===== src/pot_status_pkg.sv =====
// Constants shared by the potentiometer status and write-protect logic
package pot_status_pkg;

  localparam int unsigned ADDR_W   = 4;
  localparam int unsigned DATA_W   = 9;
  localparam int unsigned OP_W     = 2;
  localparam int unsigned HV_SEL_W = 2;

  // Location map
  localparam logic [ADDR_W-1:0] ADDR_VWIPER0  = 4'h0;
  localparam logic [ADDR_W-1:0] ADDR_VWIPER1  = 4'h1;
  localparam logic [ADDR_W-1:0] ADDR_NVWIPER0 = 4'h2;
  localparam logic [ADDR_W-1:0] ADDR_NVWIPER1 = 4'h3;
  localparam logic [ADDR_W-1:0] ADDR_TERMINAL_CONTROL     = 4'h4;
  localparam logic [ADDR_W-1:0] ADDR_STATE    = 4'h5;

  // Serial command operations
  localparam logic [OP_W-1:0] OP_WRITE = 2'h0;
  localparam logic [OP_W-1:0] OP_INC   = 2'h1;
  localparam logic [OP_W-1:0] OP_DEC   = 2'h2;
  localparam logic [OP_W-1:0] OP_READ  = 2'h3;

  // High-voltage programming targets
  localparam logic [HV_SEL_W-1:0] HV_SEL_PROTECT = 2'h0;
  localparam logic [HV_SEL_W-1:0] HV_SEL_LOCK0   = 2'h1;
  localparam logic [HV_SEL_W-1:0] HV_SEL_LOCK1   = 2'h2;

  // device_state_word field layout
  localparam int unsigned    ST_RSVD_LSB   = 4;
  localparam logic [4:0]     ST_RSVD_ONES  = 5'h1F;
  localparam int unsigned    ST_ACTIVE_BIT = 3;
  localparam int unsigned    ST_LOCK1_BIT  = 2;
  localparam int unsigned    ST_LOCK0_BIT  = 1;
  localparam int unsigned    ST_PROT_BIT   = 0;

  // terminal_control write mask layout
  localparam int unsigned      TERMINAL_CONTROL_CH1_LSB = 4;
  localparam int unsigned      TERMINAL_CONTROL_CH0_LSB = 0;
  localparam logic [3:0]       TERMINAL_CONTROL_CH_ALL  = 4'hF;
  localparam logic [3:0]       TERMINAL_CONTROL_CH_NONE = 4'h0;

  // Reset values
  localparam logic              RST_LOCK    = 1'b0;
  localparam logic              RST_PROTECT = 1'b0;
  localparam logic [DATA_W-1:0] RST_DATA    = 9'h000;

  // Timing
  localparam int unsigned CLK_PERIOD_PS       = 4000;
  localparam int unsigned NV_WRITE_TIME_US    = 5000;
  // Scaled per microsecond so the product stays inside 32 bits
  localparam int unsigned NV_WRITE_CYCLES_DEF =
    NV_WRITE_TIME_US * ((1000000 + CLK_PERIOD_PS - 1) / CLK_PERIOD_PS);

endpackage : pot_status_pkg


===== src/nv_write_timer.sv =====
// Non-volatile write cycle timer
`timescale 1ns/10ps
module nv_write_timer #(
  parameter int unsigned CYCLES = 16
) (
  input  wire logic clk_i,
  input  wire logic rst_i,
  input  wire logic en_i,
  input  wire logic start_i,
  output logic      busy_o,
  output logic      last_o
);

  localparam int unsigned CNT_W = $clog2(CYCLES + 1);
  localparam logic [CNT_W-1:0] CNT_LOAD = CNT_W'(CYCLES);
  localparam logic [CNT_W-1:0] CNT_ONE  = CNT_W'(1);

  logic [CNT_W-1:0] cnt_ff;
  logic [CNT_W-1:0] nxt_cnt;
  logic             busy_ff;
  logic             nxt_busy;

  // Final busy cycle, so the owner can retire the write on the same edge
  assign last_o = busy_ff && (cnt_ff == CNT_ONE);
  assign busy_o = busy_ff;

  always_comb begin
    nxt_cnt  = cnt_ff;
    nxt_busy = busy_ff;
    if (busy_ff) begin
      nxt_cnt = cnt_ff - CNT_ONE;
      if (last_o) begin
        nxt_busy = 1'b0;
      end
    end else if (start_i) begin
      nxt_cnt  = CNT_LOAD;
      nxt_busy = 1'b1;
    end
  end

  always_ff @(posedge clk_i or posedge rst_i) begin
    if (rst_i) begin
      cnt_ff  <= '0;
      busy_ff <= 1'b0;
    end else if (en_i) begin
      cnt_ff  <= nxt_cnt;
      busy_ff <= nxt_busy;
    end
  end

endmodule : nv_write_timer


===== src/pot_status_protect_logic.sv =====
// Status word and write gating for a dual-channel digital potentiometer
//
// Overview of operation
// - The five upper bits of the nine-bit status word always read as one.
// - The write-active bit reads one for the whole of a non-volatile write cycle.
// - The write-active bit reads zero whenever no non-volatile write cycle runs.
// - During a non-volatile write only the two volatile wipers, terminal control and status are served.
// - Channel 1 lock refuses writes to both wiper-1 locations and the four channel-1 terminal bits.
// - Channel 0 lock refuses writes to both wiper-0 locations and the four channel-0 terminal bits.
// - Lock bits load from their stored copies after reset and then follow the latest programming.
// - Ordinary serial writes to the status word are accepted but change nothing.
// - Effective protect blocks every serial write to non-volatile memory; high-voltage programming is still accepted.
// - Volatile wipers stay writable, incrementable and decrementable under protect; terminal control stays writable only.
// - Effective protect is the protect pin active OR the stored protect bit.
// - The status word sits at location five of the sixteen-location map.
// - A serial read of location five returns the current status bits.
`timescale 1ns/10ps
module pot_status_protect_logic #(
  parameter int unsigned NV_WRITE_CYCLES = pot_status_pkg::NV_WRITE_CYCLES_DEF
) (
  input  wire logic                                  CLK_SYS_I,
  input  wire logic                                  SYS_RST_I,
  input  wire logic                                  CLK_EN_I,
  input  wire logic                                  CMD_VALID_I,
  input  wire logic [pot_status_pkg::ADDR_W-1:0]     CMD_ADDR_I,
  input  wire logic [pot_status_pkg::OP_W-1:0]       CMD_OP_I,
  input  wire logic                                  HV_PROG_VALID_I,
  input  wire logic [pot_status_pkg::HV_SEL_W-1:0]   HV_PROG_SEL_I,
  input  wire logic                                  HV_PROG_VAL_I,
  input  wire logic                                  WRITE_PROTECT_PIN_N_I,
  input  wire logic                                  NV_PROTECT_STORED_I,
  input  wire logic                                  NV_LOCK0_STORED_I,
  input  wire logic                                  NV_LOCK1_STORED_I,
  output logic                                       CMD_ACK_O,
  output logic                                       CMD_NAK_O,
  output logic [pot_status_pkg::DATA_W-1:0]          CMD_RDATA_O,
  output logic [pot_status_pkg::DATA_W-1:0]          TERMINAL_CONTROL_WMASK_O,
  output logic                                       NV_WRITE_START_O,
  output logic                                       NV_WRITE_ACTIVE_O,
  output logic                                       CH0_LOCK_O,
  output logic                                       CH1_LOCK_O,
  output logic                                       NV_PROTECT_O
);
  import pot_status_pkg::*;

  typedef enum logic [2:0] {
    ST_LOAD = 3'b001,
    ST_IDLE = 3'b010,
    ST_BUSY = 3'b100
  } ctrl_state_t;

  function automatic logic is_volatile(input logic [ADDR_W-1:0] a);
    return (a == ADDR_VWIPER0) || (a == ADDR_VWIPER1) || (a == ADDR_TERMINAL_CONTROL) || (a == ADDR_STATE);
  endfunction : is_volatile

  function automatic logic lock_hit(input logic [ADDR_W-1:0] a, input logic l0, input logic l1);
    return (l0 && ((a == ADDR_VWIPER0) || (a == ADDR_NVWIPER0))) ||
           (l1 && ((a == ADDR_VWIPER1) || (a == ADDR_NVWIPER1)));
  endfunction : lock_hit

  ctrl_state_t          state_ff;
  ctrl_state_t          nxt_state;
  logic                 ack_ff;
  logic                 nxt_ack;
  logic                 nak_ff;
  logic                 nxt_nak;
  logic [DATA_W-1:0]    rdata_ff;
  logic [DATA_W-1:0]    nxt_rdata;
  logic [DATA_W-1:0]    wmask_ff;
  logic [DATA_W-1:0]    nxt_wmask;
  logic                 start_ff;
  logic                 nxt_start;
  logic                 lock0_ff;
  logic                 nxt_lock0;
  logic                 lock1_ff;
  logic                 nxt_lock1;
  logic                 nvprot_ff;
  logic                 nxt_nvprot;
  logic                 protect_ff;
  logic                 nxt_protect;
  logic                 pend_hv_ff;
  logic                 nxt_pend_hv;
  logic [HV_SEL_W-1:0]  pend_sel_ff;
  logic [HV_SEL_W-1:0]  nxt_pend_sel;
  logic                 pend_val_ff;
  logic                 nxt_pend_val;
  logic                 timer_start;
  logic                 busy;
  logic                 timer_last;
  logic                 refuse;
  logic                 modify;
  logic [DATA_W-1:0]    state_word;

  nv_write_timer #(
    .CYCLES (NV_WRITE_CYCLES)
  ) u_timer (
    .clk_i   (CLK_SYS_I),
    .rst_i   (SYS_RST_I),
    .en_i    (CLK_EN_I),
    .start_i (timer_start),
    .busy_o  (busy),
    .last_o  (timer_last)
  );

  always_comb begin
    state_word                          = RST_DATA;
    state_word[DATA_W-1:ST_RSVD_LSB]    = ST_RSVD_ONES;
    state_word[ST_ACTIVE_BIT]           = busy;
    state_word[ST_LOCK1_BIT]            = lock1_ff;
    state_word[ST_LOCK0_BIT]            = lock0_ff;
    state_word[ST_PROT_BIT]             = protect_ff;
  end

  always_comb begin
    modify = CMD_OP_I != OP_READ;
    refuse = (busy && !is_volatile(CMD_ADDR_I)) ||
             (((CMD_OP_I == OP_INC) || (CMD_OP_I == OP_DEC)) &&
              (CMD_ADDR_I != ADDR_VWIPER0) && (CMD_ADDR_I != ADDR_VWIPER1)) ||
             (modify && lock_hit(CMD_ADDR_I, lock0_ff, lock1_ff)) ||
             ((CMD_OP_I == OP_WRITE) && !is_volatile(CMD_ADDR_I) && protect_ff);
  end

  always_comb begin
    nxt_state    = state_ff;
    nxt_ack      = 1'b0;
    nxt_nak      = 1'b0;
    nxt_rdata    = rdata_ff;
    nxt_wmask    = RST_DATA;
    nxt_start    = 1'b0;
    nxt_lock0    = lock0_ff;
    nxt_lock1    = lock1_ff;
    nxt_nvprot   = nvprot_ff;
    nxt_pend_hv  = pend_hv_ff;
    nxt_pend_sel = pend_sel_ff;
    nxt_pend_val = pend_val_ff;
    timer_start  = 1'b0;
    nxt_protect  = !WRITE_PROTECT_PIN_N_I || nvprot_ff;
    case (state_ff)
      ST_LOAD: begin
        // Stored copies are sampled once, after reset has been released
        nxt_lock0  = NV_LOCK0_STORED_I;
        nxt_lock1  = NV_LOCK1_STORED_I;
        nxt_nvprot = NV_PROTECT_STORED_I;
        nxt_nak    = CMD_VALID_I || HV_PROG_VALID_I;
        nxt_state  = ST_IDLE;
      end
      ST_IDLE, ST_BUSY: begin
        if (CMD_VALID_I) begin
          nxt_ack = !refuse;
          nxt_nak = refuse;
          if (!refuse && (CMD_OP_I == OP_READ)) begin
            // Only the status word is served here; other locations read as zero
            nxt_rdata = (CMD_ADDR_I == ADDR_STATE) ? state_word : RST_DATA;
          end
          if (!refuse && (CMD_OP_I == OP_WRITE) && (CMD_ADDR_I == ADDR_TERMINAL_CONTROL)) begin
            nxt_wmask                                = {1'b1, TERMINAL_CONTROL_CH_ALL, TERMINAL_CONTROL_CH_ALL};
            nxt_wmask[TERMINAL_CONTROL_CH1_LSB +: 4]             = lock1_ff ? TERMINAL_CONTROL_CH_NONE : TERMINAL_CONTROL_CH_ALL;
            nxt_wmask[TERMINAL_CONTROL_CH0_LSB +: 4]             = lock0_ff ? TERMINAL_CONTROL_CH_NONE : TERMINAL_CONTROL_CH_ALL;
          end
          // A write to the status word is acknowledged and has no effect
          if (!refuse && (CMD_OP_I == OP_WRITE) && !is_volatile(CMD_ADDR_I)) begin
            timer_start = 1'b1;
            nxt_start   = 1'b1;
            nxt_pend_hv = 1'b0;
            nxt_state   = ST_BUSY;
          end
        end else if (HV_PROG_VALID_I) begin
          nxt_ack = !busy;
          nxt_nak = busy;
          if (!busy) begin
            timer_start  = 1'b1;
            nxt_start    = 1'b1;
            nxt_pend_hv  = 1'b1;
            nxt_pend_sel = HV_PROG_SEL_I;
            nxt_pend_val = HV_PROG_VAL_I;
            nxt_state    = ST_BUSY;
          end
        end
        if (timer_last) begin
          nxt_state = ST_IDLE;
          if (pend_hv_ff) begin
            case (pend_sel_ff)
              HV_SEL_PROTECT: nxt_nvprot = pend_val_ff;
              HV_SEL_LOCK0:   nxt_lock0  = pend_val_ff;
              HV_SEL_LOCK1:   nxt_lock1  = pend_val_ff;
              default:        nxt_nvprot = nvprot_ff;
            endcase
          end
        end
      end
      default: begin
        nxt_state = ST_LOAD;
      end
    endcase
  end

  always_ff @(posedge CLK_SYS_I or posedge SYS_RST_I) begin
    if (SYS_RST_I) begin
      state_ff    <= ST_LOAD;
      ack_ff      <= 1'b0;
      nak_ff      <= 1'b0;
      rdata_ff    <= RST_DATA;
      wmask_ff    <= RST_DATA;
      start_ff    <= 1'b0;
      lock0_ff    <= RST_LOCK;
      lock1_ff    <= RST_LOCK;
      nvprot_ff   <= RST_PROTECT;
      protect_ff  <= RST_PROTECT;
      pend_hv_ff  <= 1'b0;
      pend_sel_ff <= HV_SEL_PROTECT;
      pend_val_ff <= 1'b0;
    end else if (CLK_EN_I) begin
      state_ff    <= nxt_state;
      ack_ff      <= nxt_ack;
      nak_ff      <= nxt_nak;
      rdata_ff    <= nxt_rdata;
      wmask_ff    <= nxt_wmask;
      start_ff    <= nxt_start;
      lock0_ff    <= nxt_lock0;
      lock1_ff    <= nxt_lock1;
      nvprot_ff   <= nxt_nvprot;
      protect_ff  <= nxt_protect;
      pend_hv_ff  <= nxt_pend_hv;
      pend_sel_ff <= nxt_pend_sel;
      pend_val_ff <= nxt_pend_val;
    end
  end

  assign CMD_ACK_O         = ack_ff;
  assign CMD_NAK_O         = nak_ff;
  assign CMD_RDATA_O       = rdata_ff;
  assign TERMINAL_CONTROL_WMASK_O      = wmask_ff;
  assign NV_WRITE_START_O  = start_ff;
  assign NV_WRITE_ACTIVE_O = busy;
  assign CH0_LOCK_O        = lock0_ff;
  assign CH1_LOCK_O        = lock1_ff;
  assign NV_PROTECT_O      = protect_ff;

  logic served;
  assign served = CLK_EN_I && CMD_VALID_I && (state_ff != ST_LOAD);
endmodule : pot_status_protect_logic


===== config.mk =====
export PLATFORM = sky130hd
export DESIGN_NAME = pot_status_protect_logic
export DESIGN_NICKNAME = d
export VERILOG_FILES = /design/src/pot_status_pkg.sv /design/src/nv_write_timer.sv /design/src/pot_status_protect_logic.sv
export SDC_FILE = /design/constraint.sdc
export NUM_CORES = 1
export LEC_CHECK = 0
export ABC_AREA = 1
export BUFFER_PORTS_ARGS = -buffer_cell sky130_fd_sc_hd__buf_4
export CAP_MARGIN = 20
export CORE_MARGIN = 3
export CORE_UTILIZATION = 57
export CTS_CLUSTER_DIAMETER = 80
export DETAILED_ROUTE_END_ITERATION = 16
export PLACE_DENSITY = 0.8
export SYNTH_ARGS = -nofsm -noshare
export SYNTH_HDL_FRONTEND = slang
export SYNTH_SLANG_ARGS = --single-unit

===== constraint.sdc =====
create_clock -name CLK_SYS_I -period 1.5 [get_ports CLK_SYS_I]
set_input_delay 0.15 -clock CLK_SYS_I [delete_from_list [all_inputs] [get_ports CLK_SYS_I]]
set_output_delay 0.15 -clock CLK_SYS_I [all_outputs]
set_load 0.005 [all_outputs]

# Word level (Yosys, flattened, before mapping)
# Cells that the tools add are included.
# classes
reduce_logical	45
n_eq_ne	26
add_sub_neg	1
mux	44
bitwise_logic	2
# ops
operator	n
21-bit two-way mux	2
9-bit two-way mux	4
1-bit two-way mux	26
5-bit AND reduction	5
21-bit by 1-bit equality test with 1-bit output (second input constant)	1
21-bit by 1-bit subtractor with 21-bit output (second input constant)	1
3-bit two-way mux	5
1-bit logical AND	13
1-bit logical OR	12
4-bit != test (second input constant)	3
2-bit != test (second input constant)	5
4-bit by 2-bit equality test with 1-bit output (second input constant)	2
4-bit by 3-bit equality test with 1-bit output (second input constant)	2
4-bit two-way mux	2
1-bit case mux with 2 select lines	4
4-bit AND reduction	2
2-bit equality test (second input constant)	3
2-bit by 1-bit != test with 1-bit output (second input constant)	3
3-bit case mux with 2 select lines	1
2-bit nonzero test	3
2-bit by 1-bit equality test with 1-bit output (second input constant)	2
4-bit by 1-bit equality test with 1-bit output (second input constant)	1
1-bit zero test	4
2-bit zero test	2
9 further kinds	10
# totals
register_bits	54
input_bits	18

# Longest topological paths before layout
# Gate-level depths: netlist (run 1).
# logic_depth
depth_word	17
mapped_depth	12
depth_no_buf	12

# Cells and area by module
# Synthesis (run 1) repeated with hierarchy kept, for this count alone.
# hier_totals
cells_unflattened	347
hier_area_um2	2544.9
# by_module_without_submodules
mod	seq_area_each_um2	cells_per_inst	instances	area_per_inst_um2
nv_write_timer	550.5	179	1	1277.5
pot_status_protect_logic	551.8	168	1	1267.5

# Least setup slack after synthesis (run 1)
# OpenSTA, ideal clock, no wires.
# synth_timing
path_type	flip-flop to flip-flop
start	register u_timer.cnt_ff[1]
end	register u_timer.cnt_ff[16]
stages_incl_launch_ff	9
arrival_ns	1.306
required_time_ns	1.381
setup_ns	0.119
slack_ns	0.075
n_path_buf	0
synth_period_minus_slack_ns	1.425
path_cell_list	dfrtp_1 inv_1 ha_1 nand2_1 nor2_1 nand2_1 xor2_1 o21ai_2 nand2_1
# synth_between
elab_chain_cells	2
# synth_lines
item	line	rtl
start: declaration	nv_write_timer.sv:18	logic [CNT_W-1:0] cnt_ff;
start signal: assignment	nv_write_timer.sv:46	cnt_ff <= nxt_cnt;
21-bit by 1-bit subtractor with 21-bit output	nv_write_timer.sv:31	nxt_cnt = cnt_ff - CNT_ONE;
21-bit two-way mux	nv_write_timer.sv:30	if (busy_ff) begin
# No other way between the ends.
# A chain may end at the register's enable or synchronous reset.

# Final worst setup path (run 1)
# layout_timing
start	register u_timer.cnt_ff[1]
end	register state_ff[1]
# layout_between
elab_chain_cells	4
word_cells_on_any_way	8
# layout_lines
item	line	rtl
21-bit by 1-bit equality test with 1-bit output *	nv_write_timer.sv:24	assign last_o = busy_ff && (cnt_ff == CNT_ONE);
1-bit logical AND *	nv_write_timer.sv:24	
4-bit != test (no line) or 3-bit two-way mux (tied branches)	-	
4-bit AND reduction (no line) or 3-bit case mux with 2 select lines (tied branches)	-	
end signal: assignment	pot_status_protect_logic.sv:213	state_ff <= nxt_state;
end: declaration	pot_status_protect_logic.sv:61	ctrl_state_t state_ff;
# Every way passes the cells marked *; elsewhere a longest branch is shown, timed or not.

==> results.cfg, run 1 <==
[outcome]
outcome = finished with violations
violations = negative setup slack

[global_routing]
grt_use_met3_pct = 3.94
grt_use_met2_pct = 38.3
gr-total-overflow = 0
grt_antenna_before_repair = 0
grt_pass1_vias = 2405
met1_usage_pct = 30.0
top_usage_layer = met2
grt_max_degree = 30
grt_pass1_wl_um = 11000
track_usage_pct = 22.8

[clocking]
cts_buffers = 5
clockBufferDepth = 2
clk_transition_reported_paths_ps = 90
htree_levels = 2
ctsRootBufferMaster = sky130_fd_sc_hd__clkbuf_8
numClockSinks = 44
clk_latency_ps = 310
tritoncts = built

[synth]
synth-edff-count = 0
synth_area_per_cell_sq_um = 7.74
synth_cells = 375
async_flop_share_pct = 100
synthesis.area_sq_um = 2900
postSynthRegisterBits = 44
yosysUniqueCellTypes = 36
synthDominantCellAreaShare_pct = 37.1
synthesis.nets = 397
yosys_warnings = 0
primary_flip_flop_cell_chosen_by_synthesis_mapping = sky130_fd_sc_hd__dfrtp_1
yosysSeqAreaShare_pct = 38.0
area_contributors_post_synth = sky130_fd_sc_hd__dfrtp_1, sky130_fd_sc_hd__nand2_1, sky130_fd_sc_hd__inv_1, sky130_fd_sc_hd__nor2_1, sky130_fd_sc_hd__nand3_1
synth_top_area_cell = sky130_fd_sc_hd__dfrtp_1

[cells_and_area]
finalInstanceArea_sq_um = 3720
final_common_cell = sky130_fd_sc_hd__nand2_1
layout_cells_sized_above_1_pct = 41.5
synthToLayoutAreaGrowth_pct = 28.2
n_antenna_cell = 0
fin_nets = 467
mostFrequentLayoutCells = sky130_fd_sc_hd__nand2_1, sky130_fd_sc_hd__buf_4, sky130_fd_sc_hd__dfrtp_1
fillerInstances = 334

[setup_path]
worst-path-max-fanout = 3
setup.worst_path.end_class = register
worstReg2RegStart = u_timer.cnt_ff[1]
max_stage_delay_ps = 390
timing.critical_path.arrival_ps = 1810
crit_path_start = u_timer.cnt_ff[1]
slowest_stage = sky130_fd_sc_hd__dfrtp_1
timing.critical_path.from_type = register
worst-endpoint-required_ps = 1760
worst-setup-path-type = register to register
crit_chain = inv_2 -> ha_2 -> nand3_1 -> nor2_1 -> nand3_2 -> buf_4 -> buf_4 -> nand2_1 -> nand3_1 -> nand2_1

[placement]
post_dp_cell_area_sq_um = 3320
detailedPlacementHpwl_um = 4640
placer_congestion_estimate = 0.855
io_buffers = 42

[sta]
final_min_period_over_clock_period_pct = 104
timing.final.hold_violations = 0
slew_violations = 0
fin_tns_setup_ps = -195
clock_skew_ps = 11.9
slew_headroom_pct = 57.9
timing_worst_slew_pin_value_ps = 628
fmaxAchievable_mhz = 643
setup_viol_count_final = 6
final_critical_path_setup_slack_ps = -55.2
rsz0062_at_grt = yes
shortest_period_the_worst_path_allows_ps = 1560

[route]
drt-total-wl_um = 7430
routed_via_count = 2665
drt_pre_antenna_iters = 4
drt_first_iter_violations = 157
antenna_left = 0
detail_route.vias_per_cell = 5.19
wl_per_cell_um = 14.5
post-route-drc-count = 0

[floorplan]
floorplan.rows = 25
die_area_sq_um = 5980
die_width_um = 77.3
die_height_um = 77.3
boundaryPins = 43
initial_utilization_pct = 60.2
core_area_sq_um = 4820

[power]
power.density_nw_per_um2 = 1700
leakage_power_summed_over_all_cells_nw = 1.90
max-vdd-ir-drop_v = 0.00118

[run]
max_cap_viol_count = 0

[hold_path]
hold_path_startpoint = WRITE_PROTECT_PIN_N_I
min_path_type = input pin to register
-- power breakdown --
group / switching (mW) / internal [mW] / leakage (nW)
logic: 2.11 / 1.48 / 1.30
clock network: 0.440 / 0.373 / 0.0434
registers: 0.373 / 1.56 / 0.562
total: 2.92 / 3.42 / 1.90
-- flip-flops by register name (all words and copies together), names as in the netlist, 2 cells and up --
name	cells
u_timer.cnt_ff	21
pend_sel_ff	2
state_ff	3
TERMINAL_CONTROL_WMASK_O	3
CMD_RDATA_O	5
-- metrics by stage --
step / power, mW / util, % / hold WS [ps] / setup slack, ps / std cells
6_report: 6.34 / 77.2 / 19.2 / -55.2 / 513
5_1_grt: 6.79 / 77.2 / 12.4 / -136 / 513
4_1_cts: 5.67 / 72.2 / 15.1 / 0.201 / 500
3_5_place_dp: 4.75 / 68.9 / 182 / -64.8 / 489
3_3_place_gp: 4.66 / 68.9 / 178 / -30.5 / 489
2_1_floorplan: 4.00 / - / 245 / 74.9 / 375
-- logic make-up (layout without fill, tap and decap cells) --
group | Yosys count | in the layout | share of synthesized area [%]
and+or+nand+nor | 206 | 208 | 33.8
buffers and inverters | 67 | 136 | 12.4
DFF | 44 | 44 | 38.0
AOI/OAI and AO/OA | 40 | 40 | 9.83
xor gates and xnor gates | 14 | 14 | 4.23
adders and majority gates | 4 | 4 | 1.72
-- layout make-up --
cell class | count | area [sq um] | share of cell area [%]
repair buffers | 80 | 627 | 16.8
flip-flops and latches | 44 | 1110 | 29.7
inverters | 48 | 185 | 4.98
clock buffers | 6 | 82.6 | 2.22
clock inverters | 2 | 15.0 | 0.403
multi-input cells | 266 | 1620 | 43.6
well taps | 67 | 83.8 | 2.25
-- critical path, delay by kind of cell, from the launching register on --
| kind | cells | cell delay, ps |
|---|---|---|
| buf+inv | 3 | 360 |
| flops | 1 | 390 |
| simple gates | 6 | 570 |
| fa+ha+maj | 1 | 170 |
-- final timing paths --
path	endpoint	slack, ps	cells past startpoint
min	NV_PROTECT_O	20	2
max in group asynchronous	state_ff[0]	510	4
max	state_ff[1]	-60	10
max reg2reg	state_ff[1]	-60	10
min in group asynchronous	CMD_NAK_O	400	3
min reg2reg	CMD_RDATA_O[0]	500	2
-- synth_stat cells (2+ instances only) --
cell                      instances
sky130_fd_sc_hd__a21oi_1          4
sky130_fd_sc_hd__buf_12           3
sky130_fd_sc_hd__buf_2            2
sky130_fd_sc_hd__buf_4           12
sky130_fd_sc_hd__dfrtp_1         43
sky130_fd_sc_hd__ha_1             4
sky130_fd_sc_hd__inv_1           43
sky130_fd_sc_hd__inv_2            3
sky130_fd_sc_hd__nand2_1        100
sky130_fd_sc_hd__nand2_2         13
sky130_fd_sc_hd__nand2_4          4
sky130_fd_sc_hd__nand2_8          2
sky130_fd_sc_hd__nand3_1         27
sky130_fd_sc_hd__nand4_1          2
sky130_fd_sc_hd__nor2_1          43
sky130_fd_sc_hd__nor2_2           5
sky130_fd_sc_hd__nor2_4           4
sky130_fd_sc_hd__nor3_1           3
sky130_fd_sc_hd__o21ai_0         11
sky130_fd_sc_hd__o21ai_1          5
sky130_fd_sc_hd__o21ai_2         15
sky130_fd_sc_hd__xnor2_1          2
sky130_fd_sc_hd__xor2_1          12
-- what timing repair did --
action | CTS | global route
cloned | 1 | 1
buffers inserted | 1 | 12
hold endpoints to repair | 15 | 0
hold buffers | 1 | 0
pin swaps | 4 | 17
resized for setup | 10 | 46
endpoints found under the setup margin | 21 | 36
-- routing by layer --
metal | part of all wire [%] | up-vias
li1 | - | 1301
met1 | 40 | 1234
met2 | 52 | 109
met3 | 6.1 | 21
met4 | 2.5 | 0
met5 | 0 | -
Power figures use the tool's default switching activity.
==> run 2: changes to the inputs <==
--- a/config.mk
+++ b/config.mk
@@ -6,7 +6,7 @@
 export NUM_CORES = 1
 export LEC_CHECK = 0
 export ABC_AREA = 1
-export BUFFER_PORTS_ARGS = -buffer_cell sky130_fd_sc_hd__buf_4
+export BUFFER_PORTS_ARGS = -buffer_cell sky130_fd_sc_hd__buf_2
 export CAP_MARGIN = 20
 export CORE_MARGIN = 3
 export CORE_UTILIZATION = 57
==> run 2 against run 1 <==
Net effect: the flow still finishes with violations (negative setup slack); clock power about the same; clock skew down 8.2 ps; power down 0.12%; hold slack worse by 18 ps; highest routed layer unchanged.
==> results.cfg, run 2 (synthesis results as in run 1) <==
[outcome]
violations = negative setup slack
outcome = finished with violations

[power]
p_int_mw = 3.38
power.density_nw_per_um2 = 1730
max-vdd-ir-drop_v = 0.00117
share_comb_of_total_power_pct = 56.7
switching_share_pct = 46.7
fraction_of_power_consumed_by_the_clock_network_pct = 12.9
total_switching_power_mw = 2.96
power.sequential.fraction_pct = 30.4
leakage_power_summed_over_all_cells_nw = 1.93

[sta]
final_critical_path_setup_slack_ps = -107
clock_skew_ps = 3.74
final_min_period_over_clock_period_pct = 107
slew_violations = 0
fmaxAchievable_mhz = 622
timing_worst_slew_pin_value_ps = 412
rsz0062_at_grt = yes
shortest_period_the_worst_path_allows_ps = 1610
slew_headroom_pct = 72.4
timing.final.hold_violations = 0
setup_viol_count_final = 18

[setup_path]
worst-path-max-fanout = 4
timing.critical_path.from_type = register
worst-setup-path-type = register to register
worst-endpoint-required_ps = 1710
timing.critical_path.arrival_ps = 1820
setup.worst_path.end_class = register

[global_routing]
gr-total-overflow = 0
grt_pass1_vias = 2465
grt_antenna_before_repair = 0
track_usage_pct = 23.0
grt_max_degree = 45
grt_pass1_wl_um = 11100

[placement]
placer_congestion_estimate = 0.857
dp.cells = 487
io_buffers = 42
detailedPlace.worstSlack_ps = -75.3
detailedPlacementHpwl_um = 4510

[cells_and_area]
final_common_cell = sky130_fd_sc_hd__nand2_1
fin_nets = 465
max_flop_register = u_timer.cnt_ff
mostFrequentLayoutCells = sky130_fd_sc_hd__nand2_1, sky130_fd_sc_hd__dfrtp_1, sky130_fd_sc_hd__buf_2
regArea_sq_um = 1100
multiInputGateArea_sq_um = 1680
layout_cells_sized_above_1_pct = 39.4
fillerInstances = 317
n_antenna_cell = 0
synthToLayoutAreaGrowth_pct = 26.3
largest_register_ff_count = 21
stdcell_count = 511

[floorplan]
die_width_um = 77.3
boundaryPins = 43
die_height_um = 77.3
floorplan.rows = 25
initial_utilization_pct = 60.2
die_area_sq_um = 5980
core_area_sq_um = 4820

[clocking]
htree_levels = 2
clk_latency_ps = 310
numClockSinks = 44
clk_transition_reported_paths_ps = 80
ctsRootBufferMaster = sky130_fd_sc_hd__clkbuf_8
clockBufferDepth = 2
tritoncts = built
cts_buffers = 5

[route]
drt_pre_antenna_iters = 5
wl_per_cell_um = 14.7
drt_first_iter_violations = 176
antenna_left = 0
detail_route.vias_per_cell = 5.25
routed_via_count = 2681
post-route-drc-count = 0
drt-total-wl_um = 7530

[hold_path]
min_path_type = input pin to register

[run]
max_cap_viol_count = 0
## run 2: changes by cell type in the layout (fill, tap and decap cells not counted), moves of 3 or more
| cell | change |
|---|---|
| sky130_fd_sc_hd__buf_2 | +42 |
| sky130_fd_sc_hd__nand2_1 | +3 |
| sky130_fd_sc_hd__buf_4 | -46 |
| sky130_fd_sc_hd__nand2_2 | -7 |
| sky130_fd_sc_hd__nand2_4 | +3 |
## run 2: power groups by stage
| stage | sequential, mW | clock, mW | combinational, mW |
|---|---|---|---|
| after CTS | 1.86 | 0.828 | 2.87 |
| after global routing | 1.97 | 0.871 | 3.94 |
| final | 1.92 | 0.816 | 3.59 |
| after detailed placement | 1.87 | 0 | 2.78 |
| after global placement | 1.86 | 0 | 2.70 |
| after floorplan | 1.82 | 0 | 2.19 |
## run 2: metrics by stage
step           power (mW)  hold WS (ps)  setup TNS, ps  instance area (sq um)  util [%]
4_1_cts              5.57          3.54          -2.48                   3350      69.5
3_3_place_gp         4.56           205           -383                   3200      66.4
5_1_grt              6.78          22.0          -3270                   3660      76.1
6_report             6.33          1.00           -937                   3660      76.1
3_5_place_dp         4.66           206          -1460                   3200      66.4
2_1_floorplan        4.00           245              0                   2900         -
## run 2: final timing paths
kind	startpoint	to	slack [ps]	depth (start not counted)
setup / recovery	u_timer.cnt_ff[2]	state_ff[1]	-110	10
hold / removal	WRITE_PROTECT_PIN_N_I	NV_PROTECT_O	1	2
setup reg to reg	u_timer.cnt_ff[2]	state_ff[1]	-110	10
hold reg to reg	NV_WRITE_START_O	NV_WRITE_START_O	490	2
max in group asynchronous	SYS_RST_I	state_ff[0]	810	4
min in group asynchronous	SYS_RST_I	CMD_RDATA_O[7]	410	4
## run 2: layer usage
layer,track usage (%),part of all wire (%),wire length (um),up-vias
li1,-,-,-,1291
met1,30.4,40,3020,1269
met2,38.9,51,3860,103
met3,4.87,6.8,516,18
met4,5.34,1.7,130,0
met5,0,0,0,-
## run 2: area by class of cell
type,count,area share (%)
clock buffer,6,2.25
sequential,44,30.1
inverter,48,5.05
timing repair buffer,77,14.1
tap,67,2.29
multi-input combinational,267,45.8
clock inverter,2,0.410
## run 2: worst max-delay path: stages, from the launching register on
cell                      delay (ps)
sky130_fd_sc_hd__dfrtp_1         440
sky130_fd_sc_hd__nor2_2          220
sky130_fd_sc_hd__inv_1            70
sky130_fd_sc_hd__nor2_1          150
sky130_fd_sc_hd__nand3_2         110
sky130_fd_sc_hd__nand2_2         120
sky130_fd_sc_hd__inv_1            80
sky130_fd_sc_hd__nand2_2         100
sky130_fd_sc_hd__nand2_2          70
sky130_fd_sc_hd__nand2_1          80
sky130_fd_sc_hd__nand2_1          50
## run 2: repair_timing
| item | CTS | global route |
|---|---|---|
| endpoints found under the setup margin | 12 | 36 |
| pin swaps | 3 | 30 |
| hold buffers | 1 | 0 |
| hold endpoints to repair | 43 | 0 |
| gates resized for setup | 8 | 49 |
| cloned | 1 | 3 |
| setup buffers | 1 | 10 |
